## src/hw/sacrc_pkg.sv

```systemverilog
`default_nettype none
package sacrc_pkg;

  // channel and result geometry
  localparam int NCH = 8;
  localparam int HALF_CH = 4;
  localparam int RES_W = 18;
  localparam int RES_MSB = 17;
  localparam int PAR_W = 16;
  localparam int BYTE_W = 8;
  localparam int CNT_W = 24;

  // synchronised pin vector layout
  localparam int PIN_W = 9;
  localparam int PIN_LO = 0;
  localparam int PIN_HI = 1;
  localparam int PIN_CS = 2;
  localparam int PIN_RD = 3;
  localparam int PIN_IFS = 4;
  localparam int PIN_BYS = 5;
  localparam int PIN_OS = 6;

  // pieces read per channel, minus one
  localparam logic [4:0] LAST_PAR = 5'h01;
  localparam logic [4:0] LAST_BYTE = 5'h02;
  localparam logic [4:0] LAST_SER = 5'h11;

  // reset values
  localparam logic [PIN_W-1:0] PIN_RST = 9'h00c;
  localparam logic [PAR_W-1:0] PAR_RST = 16'h0000;

  // conversion time at oversampling ratio 1
  localparam int CLK_MHZ = 10;
  localparam int CONV_TIME_NS = 4000;
  localparam int CONV_CYCLES = (CONV_TIME_NS * CLK_MHZ + 999) / 1000;

  typedef enum logic {
    SACRC_IDLE,
    SACRC_CONV
  } sacrc_state_t;

  typedef enum logic [1:0] {
    SACRC_PAR,
    SACRC_BYTE,
    SACRC_SER
  } sacrc_mode_t;

endpackage
`default_nettype wire

```

## src/hw/sacrc_ctrl.sv

```systemverilog
// Operation
// - rising edges of low/high start inputs sample channels 1-4 and 5-8
// - start edge puts channels into hold, then internal clock converts them
// - readout works regardless of start input levels
// - reset clears all digital logic asynchronously while asserted
// - reset during conversion abandons it; data becomes invalid
// - reset during a read clears every output data register to zero
// - parallel modes: bus enabled only while chip select and strobe are low
// - serial transfers are referenced to the shift clock rising edge
// - chip select rising puts all data outputs into high impedance
// - chip select falling begins a new transfer frame in every mode
// - parallel mode uses 16-bit bus, byte mode lower eight lines
// - serial mode: chip select falling drives msb of previous result
// - three ratio select inputs set oversampling ratio, top bit most significant
// - busy rises only after rising edges on both start inputs
// - while busy, start input activity is ignored
// - busy stays high until results are latched, then falls
// - first channel flag leaves high impedance at chip select fall, marks channel 1
// - interface select low parallel; high serial or byte by byte select
// - each result is 18-bit two's complement, same for both ranges
// - parallel: flag high at first strobe fall, low at third
// - serial: flag low at eighteenth shift clock falling edge
`default_nettype none
module sacrc_ctrl
  import sacrc_pkg::*;
#(
  parameter int CONV_LEN = CONV_CYCLES
) (
  input wire logic clk,
  input wire logic rst_b,
  input wire logic start_convert_low_half,
  input wire logic start_convert_high_half,
  input wire logic cs_b,
  input wire logic read_or_shift_clock,
  input wire logic interface_select,
  input wire logic byte_mode_select,
  input wire logic [2:0] oversample_ratio_sel,
  input wire logic [NCH*RES_W-1:0] sample_in,
  output logic busy,
  output logic hold_low,
  output logic hold_high,
  output logic conv_clk,
  output logic data_valid,
  output logic [PAR_W-1:0] parallel_data_bus,
  output logic parallel_data_oe,
  output logic serial_out_a,
  output logic serial_out_b,
  output logic serial_oe,
  output logic first_channel_flag,
  output logic first_channel_flag_oe
);

  typedef struct packed {
    logic [PIN_W-1:0] s1;
    logic [PIN_W-1:0] s2;
    logic [PIN_W-1:0] s3;
    logic [PIN_W-1:0] filt;
    logic [PIN_W-1:0] prev;
    sacrc_state_t st;
    logic seen_lo;
    logic seen_hi;
    logic [CNT_W-1:0] cnt;
    logic conv_clk;
    logic [NCH*RES_W-1:0] res;
    logic valid;
    logic [3:0] ch;
    logic [4:0] part;
    logic [PAR_W-1:0] par;
    logic sa;
    logic sb;
    logic flag;
  } sacrc_regs_t;

  sacrc_regs_t r_q;
  sacrc_regs_t r_d;

  function automatic logic [RES_W-1:0] get_res(input logic [NCH*RES_W-1:0] all,
                                               input logic [3:0] c);
    logic [RES_W-1:0] v;
    v = '0;
    for (int i = 0; i < NCH; i++) begin
      if (c == 4'(i)) begin
        v = all[i*RES_W +: RES_W];
      end
    end
    return v;
  endfunction

  logic [PIN_W-1:0] pins;
  logic rise_lo;
  logic rise_hi;
  logic lo_hit;
  logic hi_hit;
  logic cs_lvl;
  logic cs_fall;
  logic rd_lvl;
  logic rd_fall;
  sacrc_mode_t mode;
  logic [2:0] os_sel;
  logic [CNT_W-1:0] conv_len;
  logic res0_msb;

  assign pins = {oversample_ratio_sel, byte_mode_select, interface_select,
                 read_or_shift_clock, cs_b, start_convert_high_half,
                 start_convert_low_half};

  // edges come from the filtered copy, so pin glitches lasting one sample do not count
  assign rise_lo = r_q.filt[PIN_LO] & ~r_q.prev[PIN_LO];
  assign rise_hi = r_q.filt[PIN_HI] & ~r_q.prev[PIN_HI];
  assign lo_hit = r_q.seen_lo | rise_lo;
  assign hi_hit = r_q.seen_hi | rise_hi;
  assign cs_lvl = r_q.filt[PIN_CS];
  assign cs_fall = ~r_q.filt[PIN_CS] & r_q.prev[PIN_CS];
  assign rd_lvl = r_q.filt[PIN_RD];
  assign rd_fall = ~r_q.filt[PIN_RD] & r_q.prev[PIN_RD];
  assign os_sel = r_q.filt[PIN_OS +: 3];
  assign res0_msb = r_q.res[RES_MSB];

  // oversampling stretches the conversion by the ratio 2^os
  assign conv_len = CNT_W'(CONV_LEN) << os_sel;

  always_comb begin
    if (!r_q.filt[PIN_IFS]) begin
      mode = SACRC_PAR;
    end else if (r_q.filt[PIN_BYS]) begin
      mode = SACRC_BYTE;
    end else begin
      mode = SACRC_SER;
    end
  end

  always_comb begin
    logic [4:0] last;
    logic [4:0] npart;
    logic [3:0] nch;
    logic [RES_W-1:0] cur;
    logic [RES_W-1:0] ra;
    logic [RES_W-1:0] rb;
    last = LAST_PAR;
    npart = '0;
    nch = '0;
    cur = '0;
    ra = '0;
    rb = '0;
    r_d = r_q;

    r_d.s1 = pins;
    r_d.s2 = r_q.s1;
    r_d.s3 = r_q.s2;
    if (r_q.s2 == r_q.s3) begin
      r_d.filt = r_q.s3;
    end
    r_d.prev = r_q.filt;

    unique case (r_q.st)
      SACRC_IDLE: begin
        r_d.conv_clk = 1'b0;
        if (rise_lo) begin
          r_d.seen_lo = 1'b1;
        end
        if (rise_hi) begin
          r_d.seen_hi = 1'b1;
        end
        if (lo_hit && hi_hit) begin
          r_d.st = SACRC_CONV;
          r_d.cnt = conv_len;
        end
      end
      SACRC_CONV: begin
        // start edges are not looked at here, so they cannot re-arm
        r_d.conv_clk = ~r_q.conv_clk;
        if (r_q.cnt <= CNT_W'(1)) begin
          r_d.res = sample_in;
          r_d.valid = 1'b1;
          r_d.seen_lo = 1'b0;
          r_d.seen_hi = 1'b0;
          r_d.conv_clk = 1'b0;
          r_d.st = SACRC_IDLE;
        end else begin
          r_d.cnt = r_q.cnt - CNT_W'(1);
        end
      end
    endcase

    unique case (mode)
      SACRC_PAR: last = LAST_PAR;
      SACRC_BYTE: last = LAST_BYTE;
      SACRC_SER: last = LAST_SER;
    endcase

    // next piece position; channel saturates once all are read
    if (r_q.part == last) begin
      npart = '0;
      nch = (r_q.ch < 4'(NCH)) ? r_q.ch + 4'h1 : r_q.ch;
    end else begin
      npart = r_q.part + 5'h01;
      nch = r_q.ch;
    end

    // readout does not look at the start inputs at all
    if (cs_fall) begin
      r_d.ch = '0;
      r_d.part = '0;
      r_d.flag = (mode == SACRC_SER);
      if (mode == SACRC_SER) begin
        ra = get_res(r_q.res, 4'h0);
        rb = get_res(r_q.res, 4'(HALF_CH));
        r_d.sa = ra[RES_MSB];
        r_d.sb = rb[RES_MSB];
      end
    end else if (!cs_lvl && rd_fall && mode != SACRC_SER) begin
      cur = get_res(r_q.res, r_q.ch);
      if (mode == SACRC_PAR) begin
        if (r_q.part == 5'h00) begin
          r_d.par = cur[RES_MSB:2];
        end else begin
          r_d.par = {cur[1:0], 14'h0000};
        end
      end else begin
        unique case (r_q.part)
          5'h00: r_d.par = {8'h00, cur[RES_MSB:10]};
          5'h01: r_d.par = {8'h00, cur[9:2]};
          default: r_d.par = {8'h00, cur[1:0], 6'h00};
        endcase
      end
      // high while this strobe fetches a channel 1 piece
      r_d.flag = (r_q.ch == 4'h0);
      r_d.part = npart;
      r_d.ch = nch;
    end else if (!cs_lvl && rd_fall && mode == SACRC_SER) begin
      // update after the falling edge so data is steady at the rising edge
      r_d.part = npart;
      r_d.ch = nch;
      r_d.flag = (nch == 4'h0);
      if (nch < 4'(HALF_CH)) begin
        ra = get_res(r_q.res, nch);
        rb = get_res(r_q.res, nch + 4'(HALF_CH));
        r_d.sa = ra[5'(RES_MSB) - npart];
        r_d.sb = rb[5'(RES_MSB) - npart];
      end else begin
        r_d.sa = 1'b0;
        r_d.sb = 1'b0;
      end
    end
  end

  // async reset drops conversion, results and read state alike
  always_ff @(posedge clk or negedge rst_b) begin
    if (!rst_b) begin
      r_q <= '{s1: PIN_RST, s2: PIN_RST, s3: PIN_RST, filt: PIN_RST, prev: PIN_RST,
               st: SACRC_IDLE, par: PAR_RST, default: '0};
    end else begin
      r_q <= r_d;
    end
  end

  assign busy = (r_q.st == SACRC_CONV);
  assign hold_low = r_q.seen_lo | busy;
  assign hold_high = r_q.seen_hi | busy;
  assign conv_clk = r_q.conv_clk;
  assign data_valid = r_q.valid;
  assign parallel_data_bus = r_q.par;
  assign parallel_data_oe = !cs_lvl && !rd_lvl && mode != SACRC_SER;
  assign serial_out_a = r_q.sa;
  assign serial_out_b = r_q.sb;
  assign serial_oe = !cs_lvl && mode == SACRC_SER;
  assign first_channel_flag = r_q.flag;
  assign first_channel_flag_oe = !cs_lvl;
endmodule
`default_nettype wire

```

## config.mk

```make
export PLATFORM = sky130hd
export DESIGN_NAME = sacrc_ctrl
export DESIGN_NICKNAME = d
export VERILOG_FILES = /design/src/hw/sacrc_pkg.sv /design/src/hw/sacrc_ctrl.sv
export SDC_FILE = /design/constraint.sdc
export NUM_CORES = 1
export LEC_CHECK = 0
export ABC_AREA = 1
export BUFFER_PORTS_ARGS = -buffer_cell sky130_fd_sc_hd__buf_2
export CORE_MARGIN = 3
export CORE_UTILIZATION = 53
export DETAILED_ROUTE_END_ITERATION = 7
export GPL_TIMING_DRIVEN = 0
export PLACE_DENSITY = 0.77
export SYNTH_ARGS = -nofsm -noshare
export SYNTH_HDL_FRONTEND = slang
export SYNTH_SLANG_ARGS = --single-unit
```

## constraint.sdc

```tcl
create_clock -name clk -period 2.7 [get_ports clk]
set_clock_uncertainty 0.05 [all_clocks]
set_input_delay 0.135 -clock clk [delete_from_list [all_inputs] [get_ports clk]]
set_output_delay 0.135 -clock clk [all_outputs]
set_load 0.03 [all_outputs]
```

==> flow_metrics.env <==
export IMPL_vias=17100
export IMPL_cts_tree="done"
export IMPL_timing_hold_violations_final=0
export IMPL_cp_required_ns=3.09
export IMPL_hpwl_mm=40.5
export IMPL_fmax_mhz=301
export IMPL_timing_final_crit_share_pct=123
export IMPL_hold_class="in2async"
export IMPL_grt_pass1_vias=16100
export IMPL_dieArea_mm2=0.0283
export IMPL_rr_startpoint="r_q[25]"
export IMPL_crit_path_start="r_q[25]"
export IMPL_cp_slowest_cell="dfrtp_1"
export IMPL_synthFlopType="dfrtp_1"
export IMPL_yosysWarnings=0
export IMPL_slowest_delay_ns=0.43
export IMPL_cts_buffers=27
export IMPL_p_leak_nw=9.66
export IMPL_yosys_area_top_type="dfrtp_1"
export IMPL_power_density_mw_per_mm2=1020
export IMPL_path_class="reg2reg"
export IMPL_drive_gt1_share_pct=28.0
export IMPL_min_period_ns=3.32
export IMPL_cp_num_buf_inv=4
export IMPL_stdcell_area_mm2=0.0203
export IMPL_violations="negative setup slack"
export IMPL_fillers=1607
export IMPL_synthesis_area_mm2=0.0140
export IMPL_drv_cap=0
export IMPL_first_iter_violations=2766
export IMPL_holdWs_ns=0.0542
export IMPL_synth_edf_count=0
export IMPL_crit_fanout=6
export IMPL_grt_overflow=0
export IMPL_dr_pass1_iters=8
export IMPL_dp_cells=2419
export IMPL_synth_area_leaders="dfrtp_1 (41%), nand2_1 (14%), nand3_1 (7.2%), nor2_1 (5.1%), o21ai_0 (4.5%)"
export IMPL_cpMostUsedCell="nand3_1"
export IMPL_rsz0062_at_grt="true"
export IMPL_n_antenna_cell=0
export IMPL_clk_pin_slew_ns=0.07
export IMPL_critPathCaptureType="flop"
export IMPL_grt_max_degree=87
export IMPL_antenna_left=0
export IMPL_pin_count=182
export IMPL_yosysTopAreaCellShare_pct=41.4
export IMPL_port_buffer_count=181
export IMPL_via_per_inst=6.27
export IMPL_synth_cells=1906
export IMPL_cts_sinks=241
export IMPL_core_mm2=0.0255
export IMPL_area_growth_pct=45.6
export IMPL_start_util_pct=54.7
export IMPL_avgRoutedWirePerCell_um=23.6
export IMPL_cts_root_buf="clkbuf_16"
export IMPL_grt_pass1_wl_mm=91.7
export IMPL_fp_row_count=58
export IMPL_status="finished, violations left"
export IMPL_drc=0
export IMPL_slew_headroom_pct=51.8
export IMPL_critPathLaunchType="flop"
export IMPL_synth_nets=2071
export IMPL_clk_latency_ns=0.57
export IMPL_worstMarginPinSlew_ns=0.723
export IMPL_die_h_um=168
export IMPL_tns_ns=-2.90
export IMPL_grt_use_total_pct=41.6
export IMPL_cts_max_level=1
export IMPL_clock_path_buffers=3
export IMPL_fin_ws_ns=-0.620
export IMPL_final_setup_viol_count=36
export IMPL_antenna_found_initial=1
export IMPL_synth_seq_cells=241
export IMPL_place_ws_ns=-0.958
export IMPL_ys_seq_area_share_pct=43.3
export IMPL_max_vdd_ir_drop_mv=0.816
export IMPL_synth_commonest_cells="nand2_1 (507), dfrtp_1 (231), nand3_1 (201), nor2_1 (189), inv_1 (155)"
export IMPL_worst_ep_arrival_time_ns=3.71
export IMPL_place_congestion=1.09
export IMPL_synthArstFlopShare_pct=100
export IMPL_critPathTopFamily="simple AND/OR/NAND/NOR gates"
export IMPL_crit_path_cell_trace="inv_2, ha_4, nand2_1, o21ai_1, nand4_1, nand2_4, buf_6, nor2_8, buf_6, buf_16, nand3_1, o21ai_1, nor2_2, nand3_1, o21ai_1, nand3b_1, nand3_1, nand3_1, nand3_2, nand3_2, nand2_2, a21oi_2"
export IMPL_fin_cells=2722
export IMPL_syn_area_per_cell_um2=7.33
export IMPL_dpl_instance_area_mm2=0.0154
export IMPL_finalNetCount=2537
export IMPL_final_max_slew_viol_count=0
export IMPL_synth_most_common_cell="nand2_1"
export IMPL_finalWirelength_mm=64.2
export IMPL_synth_cell_types=58
export IMPL_die_w_um=168
[power by group]
| group | switching (mW) | internal (mW) |
|---|---|---|
| Combinational | 6.88 | 4.09 |
| Sequential | 1.22 | 4.74 |
| Clock | 1.60 | 2.28 |
[what timing repair did]
item,in CTS,in global routing
hold buffers,154,0
endpoints found under the setup margin,162,180
gates resized for setup,202,244
buffers inserted,44,47
gates cloned,5,6
pin swaps,74,122
hold endpoints to repair,223,0
[state kept, by name, indices dropped and copies added, names as in the netlist, 3 cells and up]
name               cells
parallel_data_bus     16
os_sel                 3
r_d                   23
r_q                  192
[placed cells by master (no fill, tap or decap), types with 22 or more instances in the layout]
cell type,n
nand2_1,484
dfrtp_1,224
buf_2,188
nor2_1,155
dlygate4sd3_1,154
nand3_1,150
inv_1,139
a21oi_1,116
buf_4,94
o21ai_0,87
o21ai_1,45
nand3_2,45
clkbuf_16,32
clkbuf_1,31
nor2_4,27
nand4_1,27
inv_2,22
[cell families after synthesis]
group | after synthesis | synth area share, %
AND/OR/NAND/NOR | 979 | 30.3
AO/OA/AOI/OAI | 365 | 14.8
buffers and inverters | 284 | 9.06
flip-flops | 241 | 43.3
XOR/XNOR | 21 | 1.32
adder cells (fa/ha/maj) | 10 | 0.896
multiplexers | 6 | 0.457
[routing by layer]
| metal | part of all wire [%] | track usage, % |
|---|---|---|
| met4 | 7.4 | 21.3 |
| met2 | 44 | 64.4 |
| met5 | 0 | 0 |
| met3 | 13 | 8.45 |
| met1 | 36 | 55.6 |
[through the flow]
stage | util, % | total power, mW
final | 79.6 | 20.8
after CTS | 74.5 | 18.7
after detailed placement | 60.1 | 13.8
after global routing | 79.6 | 21.6
after floorplan | - | 10.8
after global placement | 59.9 | 13.6
[worst register-to-register path, stage by stage (launching register included)]
cell and delay [ns]:
dfrtp_1 0.43, inv_2 0.10, ha_4 0.28, nand2_1 0.05
o21ai_1 0.11, nand4_1 0.19, nand2_4 0.16, buf_6 0.13
nor2_8 0.06, buf_6 0.13, buf_16 0.13, nand3_1 0.10
o21ai_1 0.12, nor2_2 0.23, nand3_1 0.15, o21ai_1 0.12
nand3b_1 0.14, nand3_1 0.11, nand3_1 0.11, nand3_2 0.09
nand3_2 0.09, nand2_2 0.09, a21oi_2 0.05
[layout make-up]
type | count | area, µm² | area share [%]
Inverter | 176 | 708 | 3.48
Clock inverter | 14 | 180 | 0.886
Clock buffer | 35 | 726 | 3.57
Sequential cell | 241 | 6050 | 29.7
Buffer | 107 | 826 | 4.06
Tap cell | 330 | 413 | 2.03
Multi-Input combinational cell | 1382 | 7830 | 38.5
Timing Repair Buffer | 437 | 3620 | 17.8
[final timing paths]
| kind | endpoint | slack (ns) | cells past startpoint |
|---|---|---|---|
| min in group clk | r_d[228] | 0.17 | 2 |
| max reg2reg | serial_out_a | -0.62 | 22 |
| max in group asynchronous | r_q[149] | 1.28 | 4 |
| max | serial_out_a | -0.62 | 22 |
| min | r_q[184] | 0.05 | 2 |
| min reg2reg | r_d[224] | 0.30 | 0 |
Note: power is estimated with default switching activity, not from simulation.
